--- src/inc/acd_pkg.sv ---
// Purpose: shared constants of the auxiliary converter correction datapath
// Assumes: 16-bit register port, one clock
// Notes: all offsets are register indexes on the plain port
package acd_pkg;

  // ********************************
  // widths
  // ********************************
  localparam int ACD_DW = 16;
  localparam int ACD_AW = 8;
  localparam int ACD_STEPS = 16;
  localparam int ACD_FRAC = 16;

  // ********************************
  // register offsets
  // ********************************
  localparam logic [7:0] ACD_OFS_OFFSET_CAL = 8'h01;
  localparam logic [7:0] ACD_OFS_GAIN_CAL = 8'h02;
  localparam logic [7:0] ACD_OFS_CONFIG = 8'h03;
  localparam logic [7:0] ACD_OFS_STATUS = 8'h04;
  localparam logic [7:0] ACD_OFS_RESULT_LO = 8'h10;
  localparam logic [7:0] ACD_OFS_RESULT_HI = 8'h1F;

  // ********************************
  // field positions and reset values
  // ********************************
  localparam int ACD_CFG_BIAS_EN_BIT = 0;
  localparam int ACD_ST_STEP_LSB = 0;
  localparam int ACD_ST_BYPASS_BIT = 4;
  localparam int ACD_ST_CFG_ERR_BIT = 5;
  localparam int ACD_ST_DISCONN_BIT = 6;
  localparam logic [15:0] ACD_OFFSET_CAL_RST = 16'h0000;
  localparam logic [15:0] ACD_GAIN_CAL_RST = 16'h0000;
  localparam logic [15:0] ACD_CONFIG_RST = 16'h0000;

  // ********************************
  // input selector and gain codes
  // ********************************
  localparam logic [3:0] ACD_SEL_LAST_INPUT = 4'h7;
  localparam logic [3:0] ACD_SEL_GROUND_SHORT = 4'h9;
  localparam logic [3:0] ACD_SEL_TEMP_SENSOR = 4'hA;
  localparam logic [1:0] ACD_GAIN_X1 = 2'h0;
  localparam logic [1:0] ACD_GAIN_X2 = 2'h1;
  localparam logic [1:0] ACD_GAIN_X4 = 2'h2;

  // ********************************
  // saturation codes
  // ********************************
  localparam logic [15:0] ACD_POS_FS = 16'h7FFF;
  localparam logic [15:0] ACD_NEG_FS = 16'h8000;

endpackage : acd_pkg

--- src/hdl/acd_top.sv ---
// Purpose: auxiliary converter calibration datapath with register port
// Assumes: raw samples arrive with step, selector and gain beside them
// Notes: results land at 10h..1Fh, one word per sequence step
//
// Our own choices: the plain strobed port and the register offsets.
`timescale 1ns/1ps
module acd_top
  import acd_pkg::*;
(
  input wire logic mclk,
  input wire logic rst,
  input wire logic [7:0] reg_addr,
  input wire logic [15:0] reg_wdata,
  input wire logic reg_wr,
  input wire logic reg_rd,
  output logic [15:0] reg_rdata,
  input wire logic raw_valid,
  input wire logic [15:0] raw_data,
  input wire logic [3:0] raw_step,
  input wire logic [3:0] step_positive_input_select,
  input wire logic step_negative_is_last,
  input wire logic [1:0] aux_gain_setting,
  output logic bias_buffer_enable,
  output logic bias_to_last_input,
  output logic analog_inputs_connected,
  output logic negative_to_analog_ground,
  output logic config_error
);

  // ********************************
  // register decode
  // ********************************
  logic [15:0] offset_cal_value_r;
  logic [15:0] gain_cal_value_r;
  logic [15:0] config_r;
  logic [3:0] last_step_r;
  logic last_bypass_r;
  logic rd_mem_r;
  logic [15:0] rd_reg_r;

  function automatic logic is_result(input logic [7:0] a);
    is_result = (a >= ACD_OFS_RESULT_LO) && (a <= ACD_OFS_RESULT_HI);
  endfunction : is_result

  wire logic wr_offset = reg_wr && reg_addr == ACD_OFS_OFFSET_CAL;
  wire logic wr_gain = reg_wr && reg_addr == ACD_OFS_GAIN_CAL;
  wire logic wr_config = reg_wr && reg_addr == ACD_OFS_CONFIG;
  wire logic rd_result = reg_rd && is_result(reg_addr);
  wire logic [15:0] status_word = {9'h000, negative_to_analog_ground, config_error,
                                   last_bypass_r, last_step_r};
  wire logic [15:0] rd_reg_nxt = (reg_addr == ACD_OFS_OFFSET_CAL) ? offset_cal_value_r :
                                 (reg_addr == ACD_OFS_GAIN_CAL) ? gain_cal_value_r :
                                 (reg_addr == ACD_OFS_CONFIG) ? config_r :
                                 (reg_addr == ACD_OFS_STATUS) ? status_word : 16'h0000;

  always_ff @(posedge mclk or posedge rst) begin
    if (rst) begin
      offset_cal_value_r <= ACD_OFFSET_CAL_RST;
      gain_cal_value_r <= ACD_GAIN_CAL_RST;
      config_r <= ACD_CONFIG_RST;
    end else begin
      if (wr_offset) begin
        offset_cal_value_r <= reg_wdata;
      end
      if (wr_gain) begin
        gain_cal_value_r <= reg_wdata;
      end
      if (wr_config) begin
        config_r <= {15'h0000, reg_wdata[ACD_CFG_BIAS_EN_BIT]};
      end
    end
  end

  always_ff @(posedge mclk or posedge rst) begin
    if (rst) begin
      rd_mem_r <= 1'b0;
      rd_reg_r <= 16'h0000;
    end else begin
      rd_mem_r <= rd_result;
      if (reg_rd) begin
        rd_reg_r <= rd_reg_nxt;
      end
    end
  end

  // ********************************
  // input selection control
  // ********************************
  wire logic pos_is_analog = step_positive_input_select <= ACD_SEL_LAST_INPUT;
  wire logic bypass = step_positive_input_select == ACD_SEL_TEMP_SENSOR;
  wire logic cfg_bad = pos_is_analog && step_negative_is_last
                       && step_positive_input_select == ACD_SEL_LAST_INPUT;

  always_ff @(posedge mclk or posedge rst) begin
    if (rst) begin
      bias_buffer_enable <= 1'b0;
      bias_to_last_input <= 1'b0;
      analog_inputs_connected <= 1'b0;
      negative_to_analog_ground <= 1'b1;
      config_error <= 1'b0;
      last_step_r <= 4'h0;
      last_bypass_r <= 1'b0;
    end else begin
      bias_buffer_enable <= config_r[ACD_CFG_BIAS_EN_BIT];
      bias_to_last_input <= config_r[ACD_CFG_BIAS_EN_BIT];
      analog_inputs_connected <= pos_is_analog;
      negative_to_analog_ground <= !pos_is_analog || !step_negative_is_last;
      if (raw_valid) begin
        config_error <= cfg_bad;
        last_step_r <= raw_step;
        last_bypass_r <= bypass;
      end
    end
  end

  // ********************************
  // datapath and result storage
  // ********************************
  logic [3:0] step_d_r;
  wire logic corr_valid;
  wire logic [15:0] corr_data;
  wire logic [15:0] mem_rdata;

  always_ff @(posedge mclk or posedge rst) begin
    if (rst) begin
      step_d_r <= 4'h0;
    end else if (raw_valid) begin
      step_d_r <= raw_step;
    end
  end

  acd_correct u_correct (
    .mclk(mclk),
    .rst(rst),
    .in_valid(raw_valid),
    .in_raw(raw_data),
    .in_gain(aux_gain_setting),
    .in_bypass(bypass),
    .offset_cal_value(offset_cal_value_r),
    .gain_cal_value(gain_cal_value_r),
    .out_valid(corr_valid),
    .out_data(corr_data)
  );

  acd_result_mem u_mem (
    .mclk(mclk),
    .rst(rst),
    .wr_en(corr_valid),
    .wr_addr(step_d_r),
    .wr_data(corr_data),
    .rd_en(rd_result),
    .rd_addr(reg_addr[3:0]),
    .rd_data(mem_rdata)
  );

  assign reg_rdata = rd_mem_r ? mem_rdata : rd_reg_r;

endmodule : acd_top

--- src/hdl/acd_correct.sv ---
// Purpose: offset subtract, gain multiply, round and clip of one sample
// Assumes: raw sample is 16-bit two's complement
// Notes: one cycle from in_valid to out_valid
`timescale 1ns/1ps
module acd_correct
  import acd_pkg::*;
(
  input wire logic mclk,
  input wire logic rst,
  input wire logic in_valid,
  input wire logic [15:0] in_raw,
  input wire logic [1:0] in_gain,
  input wire logic in_bypass,
  input wire logic [15:0] offset_cal_value,
  input wire logic [15:0] gain_cal_value,
  output logic out_valid,
  output logic [15:0] out_data
);

  // ********************************
  // arithmetic
  // ********************************
  // offset step is two output codes at x4, one otherwise
  wire logic signed [17:0] off_scaled;
  wire logic signed [17:0] diff;
  wire logic signed [17:0] factor;
  wire logic signed [35:0] product;
  wire logic signed [35:0] rounded;
  wire logic signed [19:0] quot;
  wire logic [15:0] clipped;
  wire logic [15:0] result_nxt;

  assign off_scaled = (in_gain == ACD_GAIN_X4) ? {offset_cal_value[15], offset_cal_value, 1'b0}
                                               : {{2{offset_cal_value[15]}}, offset_cal_value};
  assign diff = {{2{in_raw[15]}}, in_raw} - off_scaled;
  assign factor = 18'sh1_0000 + {{2{gain_cal_value[15]}}, gain_cal_value};
  assign product = diff * factor;
  assign rounded = product + 36'sh0_0000_8000;
  assign quot = rounded[35:16];
  assign clipped = (quot > 20'sh0_7FFF) ? ACD_POS_FS :
                   (quot < -20'sh0_8000) ? ACD_NEG_FS : quot[15:0];
  assign result_nxt = in_bypass ? in_raw : clipped;

  always_ff @(posedge mclk or posedge rst) begin
    if (rst) begin
      out_valid <= 1'b0;
      out_data <= 16'h0000;
    end else begin
      out_valid <= in_valid;
      if (in_valid) begin
        out_data <= result_nxt;
      end
    end
  end

endmodule : acd_correct

--- src/hdl/acd_result_mem.sv ---
// Purpose: per-step result storage
// Assumes: one write and one read port
// Notes: read data registered, one cycle after rd_en
`timescale 1ns/1ps
module acd_result_mem
  import acd_pkg::*;
(
  input wire logic mclk,
  input wire logic rst,
  input wire logic wr_en,
  input wire logic [3:0] wr_addr,
  input wire logic [15:0] wr_data,
  input wire logic rd_en,
  input wire logic [3:0] rd_addr,
  output logic [15:0] rd_data
);

  logic [15:0] mem_r [ACD_STEPS];

  generate
    for (genvar i = 0; i < ACD_STEPS; i++) begin : g_word
      always_ff @(posedge mclk or posedge rst) begin
        if (rst) begin
          mem_r[i] <= 16'h0000;
        end else if (wr_en && wr_addr == 4'(i)) begin
          mem_r[i] <= wr_data;
        end
      end
    end
  endgenerate

  always_ff @(posedge mclk or posedge rst) begin
    if (rst) begin
      rd_data <= 16'h0000;
    end else if (rd_en) begin
      rd_data <= mem_r[rd_addr];
    end
  end

endmodule : acd_result_mem

--- config.mk ---
export PLATFORM = sky130hd
export DESIGN_NAME = acd_top
export DESIGN_NICKNAME = d
export VERILOG_FILES = /design/src/inc/acd_pkg.sv /design/src/hdl/acd_top.sv /design/src/hdl/acd_correct.sv /design/src/hdl/acd_result_mem.sv
export SDC_FILE = /design/constraint.sdc
export NUM_CORES = 2
export LEC_CHECK = 0
export ABC_AREA = 1
export BUFFER_PORTS_ARGS = -buffer_cell sky130_fd_sc_hd__clkbuf_2
export CAP_MARGIN = 20
export CORE_MARGIN = 4
export CORE_UTILIZATION = 45
export DETAILED_ROUTE_END_ITERATION = 6
export SETUP_SLACK_MARGIN = 0.2
export SKIP_CTS_REPAIR_TIMING = 1
export SYNTH_ARGS = -nofsm -noshare
export SYNTH_HDL_FRONTEND = slang
export SYNTH_HIERARCHICAL = 1
export SYNTH_SLANG_ARGS = --single-unit
--- constraint.sdc ---
create_clock -name mclk -period 18.85 [get_ports mclk]
set_input_delay 1.885 -clock mclk [delete_from_list [all_inputs] [get_ports mclk]]
set_output_delay 1.885 -clock mclk [all_outputs]
set_load 0.01 [all_outputs]
======== Word level (Yosys, flattened, before mapping) ========
Index checks and enable logic that the tools add are counted.
word-level totals
  bits in registers ....................... 348
  input port bits ......................... 56
  output and inout port bits .............. 21
  logic and storage cells ................. 102
cells by class
  add/sub/neg operators ................... 3
  multipliers ............................. 1
  order comparisons ....................... 6
  eq/ne operators ......................... 22
  mux-type cells .......................... 12
  bitwise operators ....................... 1
  reductions and logical operators ........ 27
operator list
  kind                                                                                 count
  16-bit 2-to-1 mux                                                                    9
  16-bit binary-select mux with 4-bit select                                           1
  36-bit by 17-bit adder with 36-bit output, second input constant                     1
  4-bit equality test, second input constant                                           9
  18-bit by 18-bit multiplier with 36-bit output                                       1
  1-bit logical AND                                                                    23
  4-bit by 3-bit equality test with 1-bit output, second input constant                5
  20-bit by 16-bit > comparator with 1-bit output, second input constant               1
  20-bit by 16-bit < comparator with 1-bit output, second input constant               1
  17-bit by 18-bit adder with 18-bit output, first input constant                      1
  16-bit by 17-bit subtractor with 18-bit output                                       1
  8-bit by 2-bit equality test with 1-bit output, second input constant                2
  7-bit 2-to-1 mux                                                                     2
  4-bit by 2-bit equality test with 1-bit output, second input constant                2
  8-bit by 1-bit equality test with 1-bit output, second input constant                1
  8-bit by 3-bit equality test with 1-bit output, second input constant                1
  8-bit by 5-bit greater-or-equal comparator with 1-bit output, second input constant  1
  8-bit by 5-bit <= comparator with 1-bit output, second input constant                1
  5-bit greater-or-equal comparator, second input constant                             1
  4-bit inverter with 5-bit output                                                     1
  4-bit by 1-bit equality test with 1-bit output, second input constant                1
  4-bit by 3-bit <= comparator with 1-bit output, second input constant                1
  4-bit zero test                                                                      1
  2-bit equality test, second input constant                                           1
  other kinds (2)                                                                      3

======== Longest topological paths before layout ========
  word-level depth ........................ 9
  depth in mapped cells ................... 50
  gate-level depth less buffers ........... 48

======== By module ========
The synthesis kept the hierarchy.
modules (own cells, without submodules)
  module          times used  cells each  area each (µm²)  sequential area each (µm²)
  acd_correct     1           1,915       14,008.4         425.4
  acd_result_mem  1           1,534       12,255.5         6,806.5
  acd_top         1           306         2,882.8          1,477.7

======== Worst setup path before layout ========
Ideal clock, no wire load.
  kind .................................... input port to flip-flop
  from .................................... in aux_gain_setting[1]
  to ...................................... reg u_correct.out_data[10]
  setup time .............................. 117 ps
  arrival ................................. 9,734 ps
  required time ........................... 18,733 ps
  path slack .............................. 8,999 ps
  stages .................................. 42
  path buffers ............................ 3
  cell sequence ........................... inv_1 > nor2_1 > clkbuf_1 > mux2i_1 > ha_1 > a21oi_1 > a21boi_2 > nand2_1 > nand2_1 > nand3_1 > nand2_1 > nand2_2 > nor2_1 > inv_1 > fa_1 > inv_1 > fa_1 > clkbuf_1 > (+6 left out) > inv_1 > fa_1 > inv_1 > ha_1 > inv_2 > nor3_2 > nand2_1 > nor3_1 > nand2_2 > nand3_1 > nand2_1 > nor2_1 > nand3_1 > nand2_4 > buf_6 > nand2_1 > nand2_1 > nand2_1
on the way
  cells in the longest elaborated chain, start to end .. 9
  elaborated cells on any way between the ends .. 10
  classes of those cells .................. add/sub (2); mul (1); order compare (2); eq/ne (1); mux (4)
ends and longest elaborated chain
  item                                                line               RTL
  start, declared                                     acd_top.sv:22      input wire logic [1:0] aux_gain_setting,
  2-bit equality test (*)                             acd_correct.sv:33  assign off_scaled = (in_gain == ACD_GAIN_X4) ? {offset_cal_value[15], offset_cal_value, 1'b0}
  16-bit 2-to-1 mux (*)                               acd_correct.sv:33
  16-bit by 17-bit subtractor with 18-bit output (*)  acd_correct.sv:35  assign diff = {{2{in_raw[15]}}, in_raw} - off_scaled;
  18-bit by 18-bit multiplier with 36-bit output (*)  acd_correct.sv:37  assign product = diff * factor;
  36-bit by 17-bit adder with 36-bit output (*)       acd_correct.sv:38  assign rounded = product + 36'sh0_0000_8000;
  20-bit by 16-bit < comparator with 1-bit output     acd_correct.sv:41  (quot < -20'sh0_8000) ? ACD_NEG_FS : quot[15:0];
  16-bit 2-to-1 mux                                   acd_correct.sv:41
  16-bit 2-to-1 mux (*)                               acd_correct.sv:40  assign clipped = (quot > 20'sh0_7FFF) ? ACD_POS_FS :
  16-bit 2-to-1 mux (*)                               acd_correct.sv:42  assign result_nxt = in_bypass ? in_raw : clipped;
  end signal, assigned                                acd_correct.sv:51  out_data <= result_nxt;
  end, declared                                       acd_correct.sv:17  output logic [15:0] out_data
Every way passes the cells marked *; elsewhere a longest branch is shown, timed or not.
A chain may end at the register's enable or synchronous reset.

======== Final worst setup path ========
  from .................................... in aux_gain_setting[1]
  to ...................................... reg u_correct.out_data[5]
The elaborated chain is that of the path after synthesis.

==> run metrics <==
post-placement worst setup slack=between 8 and 9 ns; library cell with the largest summed area after synthesis=sky130_fd_sc_hd__dfrtp_1; buffer type at the clock tree root=sky130_fd_sc_hd__clkbuf_16; number of clock sinks seen by CTS=~350; type of the most critical hold path=reg -> reg; Yosys top cell area share=29.79%; final count of hold timing violations=0; Syn Std Cell Area=about 30000 um^2; Max VDD drop=~0.060 mV; RSZ-0062 raised after global routing=false; number of inserted filler cells in the final layout=6502; Die Footprint=between 60000 and 70000 um^2; Cell Pwr Density=approximately 120 nW/um^2; GRT overflow=0; Avg WL per Cell=roughly 19 um; net switching power=roughly 1.6 mW; combinational cell fraction of total power=between 40 and 50%; # setup viols final=0; crit path max-delay cell type=sky130_fd_sc_hd__fa_1; first-pass GRT wire length=~140 mm; count of state elements after synthesis=348; cell types with the largest area share after synthesis=sky130_fd_sc_hd__dfrtp_1 (30%), sky130_fd_sc_hd__fa_1 (20%), sky130_fd_sc_hd__nand2_1 (14%); n_diodes=0; GPL Wtd Cong=around 0.9; reported max-cap violation count=0; maximum number of pins on one net before global-route repair=around 140; Post-Synthesis Net Count=roughly 4.2k; leakage power of the design=roughly 16 nW; gate count of the mapped netlist=between 3k and 4k; setup total negative slack=0 ns; power after layout=~3.7 mW; Fmax achieved=about 0.1 GHz; I/O Pins=77; most frequent cell after synthesis=sky130_fd_sc_hd__nand2_1; layout net count=4183; final design utilization=between 40 and 50%; count of buffers from port buffering=76; count of synthesis-stage warnings from yosys=6; critical path launch point type=primary input; crit-path max FO=15; detailed placer's ending HPWL=around 63 mm; clock tree from TritonCTS=done; Setup crit end kind=flop; residual antenna-violating net count after detailed routing=0; critical path arrival=10.39 ns; clock-pin transition on the worst setup and hold timing paths=approximately 0.06 ns; count of distinct cell types in the synthesized netlist=52; number of global-route vias before repair=23.26k; fin. max-slew vios=0; fraction of power spent switching nets=43.24%; sequential area share after synthesis=between 20 and 30%; top_reg_cell synth=sky130_fd_sc_hd__dfrtp_1; maximum level of the CTS H-tree=2; detail-routed via count per cell=between 5 and 6; horizontal extent of the die=262.5 um; synthesis-to-layout area growth=7.109%; drt pass-1 iters=6; share of async-settable or async-resettable flops after synthesis=100.0%; total DRC errors in the routed layout=0; final std cell area, no fill=roughly 31000 um^2; cts bufs inserted=37; clock network latency to the later pin of the worst-skew pair=between 0.5 and 0.6 ns; number of enable flip-flop cells after synthesis=0; Fin Clk Skew=0.02459 ns; count of routing violations after the opening detailed-route iteration=1908; Worst Max-Slew Pin Slew=approximately 1.1 ns; part of the cycle the worst path needs=52.87%; placed standard-cell area=29960 um^2; leading post-synthesis cells by instance count=sky130_fd_sc_hd__nand2_1 (1109), sky130_fd_sc_hd__inv_1 (552), sky130_fd_sc_hd__dfrtp_1 (347); maximum root-to-sink buffer count=3; clock group share of total power=between 20 and 25%; wirelength, routed=approximately 86 mm; GRT Total Usage=24.53%; core region area=around 64000 um^2; slew margin rel.=29.46%; endpoint required time on the critical path=19.27 ns; number of antenna violations at the first check in global routing=0; detailed-route via count=about 24k; worst stage delay on the critical path=1.04 ns; internal portion of total power=approximately 2.1 mW; minimum period implied by the final worst setup slack=~10 ns; share of total power in sequential cells=between 30 and 40%; crit path setup slack, layout=a little under 9 ns; Synth Area per Inst=7.762 um^2; result of the run=finished, final reports clean; Die Ht=between 200 and 300 um; Worst Setup Path Type=in -> reg; Starting Density=a little under half; Std-Cell Rows=93; proportion of layout cells with a drive suffix above 1=under 10%
==> sequential cells by signal, indices dropped and copies added, names as in the netlist, 4 cells and up <==
signal / count
rd_reg_r: 16
u_mem/mem_r: 256
u_mem/rd_data: 16
step_d_r: 4
gain_cal_value_r: 16
u_correct/out_data: 16
offset_cal_value_r: 16
==> area by class of cell <==
class / count / area (um^2) / share of cell area [%]
multi-input cells: 2644 / 17380 / 55.66
repair buffers: 112 / 673.1 / 2.156
inverters: 573 / 2161 / 6.922
clock inverters: 11 / 147.6 / 0.4729
well taps: 855 / 1070 / 3.427
flip-flops and latches: 348 / 8710 / 27.90
clock buffers: 54 / 1081 / 3.463
==> metrics by stage <==
stage | cells | hold WS, ns
3_5_place_dp | 4531 | 0.3955
5_1_grt | 4597 | 0.4231
6_report | 4597 | 0.4165
4_1_cts | 4596 | 0.4090
3_3_place_gp | 4531 | 0.4047
2_1_floorplan | 3755 | 0.3747
==> power groups by stage <==
stage                     Clock [mW]  Combinational (mW)  Sequential, mW
final                          0.746                1.67            1.24
after global routing           0.791                1.93            1.27
after CTS                      0.761                1.68            1.23
after detailed placement           0                1.67            1.24
after global placement             0                1.65            1.24
after floorplan                    0                1.28            1.19
==> metal layers <==
metal | global-route usage (%) | wire length, um
met1 | 34.06 | 37490
met2 | 41.47 | 41650
met3 | 2.247 | 4260
met4 | 6.768 | 2672
met5 | 0 | 0
==> worst paths after layout <==
| kind | from | end | slack [ns] | depth (start not counted) |
|---|---|---|---|---|
| max | aux_gain_setting[1] | u_correct/out_data[5] | 8.88 | 44 |
| min | config_r[0] | bias_to_last_input | 0.42 | 0 |
| max reg2reg | offset_cal_value_r[0] | u_correct/out_data[5] | 10.34 | 40 |
| min reg2reg | config_r[0] | bias_to_last_input | 0.42 | 0 |
| max in group asynchronous | rst | u_mem/mem_r[240] | 15.95 | 3 |
| min in group asynchronous | rst | u_correct/out_data[11] | 1.61 | 2 |
==> cells by family after synthesis <==
family | Yosys count | synth area share [%]
mux | 26 | 0.9573
fa+ha+maj | 411 | 25.09
simple gates | 1751 | 24.69
flops | 348 | 29.88
buf+inv | 763 | 10.54
compound gates | 425 | 7.920
other cells | 2 | 0.02577
xor+xnor | 29 | 0.8972
==> critical path: cells and delay by family <==
| family | cells | cell delay, ns |
|---|---|---|
| adder cells (fa/ha/maj) | 8 | 3.97 |
| AND/OR/NAND/NOR | 20 | 2.59 |
| buffers and inverters | 12 | 1.14 |
| AO/OA/AOI/OAI | 3 | 0.61 |
| XOR/XNOR | 1 | 0.16 |
==> cells in the final DEF, fill, tap and decap left out, types with 8 or more instances in the layout <==
cell type                   count
sky130_fd_sc_hd__ha_1         122
sky130_fd_sc_hd__inv_2         14
sky130_fd_sc_hd__buf_4         36
sky130_fd_sc_hd__clkbuf_1       9
sky130_fd_sc_hd__o21ai_2       32
sky130_fd_sc_hd__clkbuf_2      75
sky130_fd_sc_hd__mux2_2        15
sky130_fd_sc_hd__mux2i_1       11
sky130_fd_sc_hd__nor2_1       298
sky130_fd_sc_hd__nand3_1      259
sky130_fd_sc_hd__o21ai_0      230
sky130_fd_sc_hd__fa_1         289
sky130_fd_sc_hd__nand2_1     1109
sky130_fd_sc_hd__clkbuf_16     38
sky130_fd_sc_hd__nand2_2       18
sky130_fd_sc_hd__a21oi_1      130
sky130_fd_sc_hd__inv_1        549
sky130_fd_sc_hd__o21ai_1       13
sky130_fd_sc_hd__nor3_1        11
sky130_fd_sc_hd__xnor2_1       14
sky130_fd_sc_hd__nor2_2        16
sky130_fd_sc_hd__clkinv_1       8
sky130_fd_sc_hd__dfrtp_1      347
sky130_fd_sc_hd__a21oi_2        8
sky130_fd_sc_hd__xor2_1        14
Power figures use the tool's default switching activity.
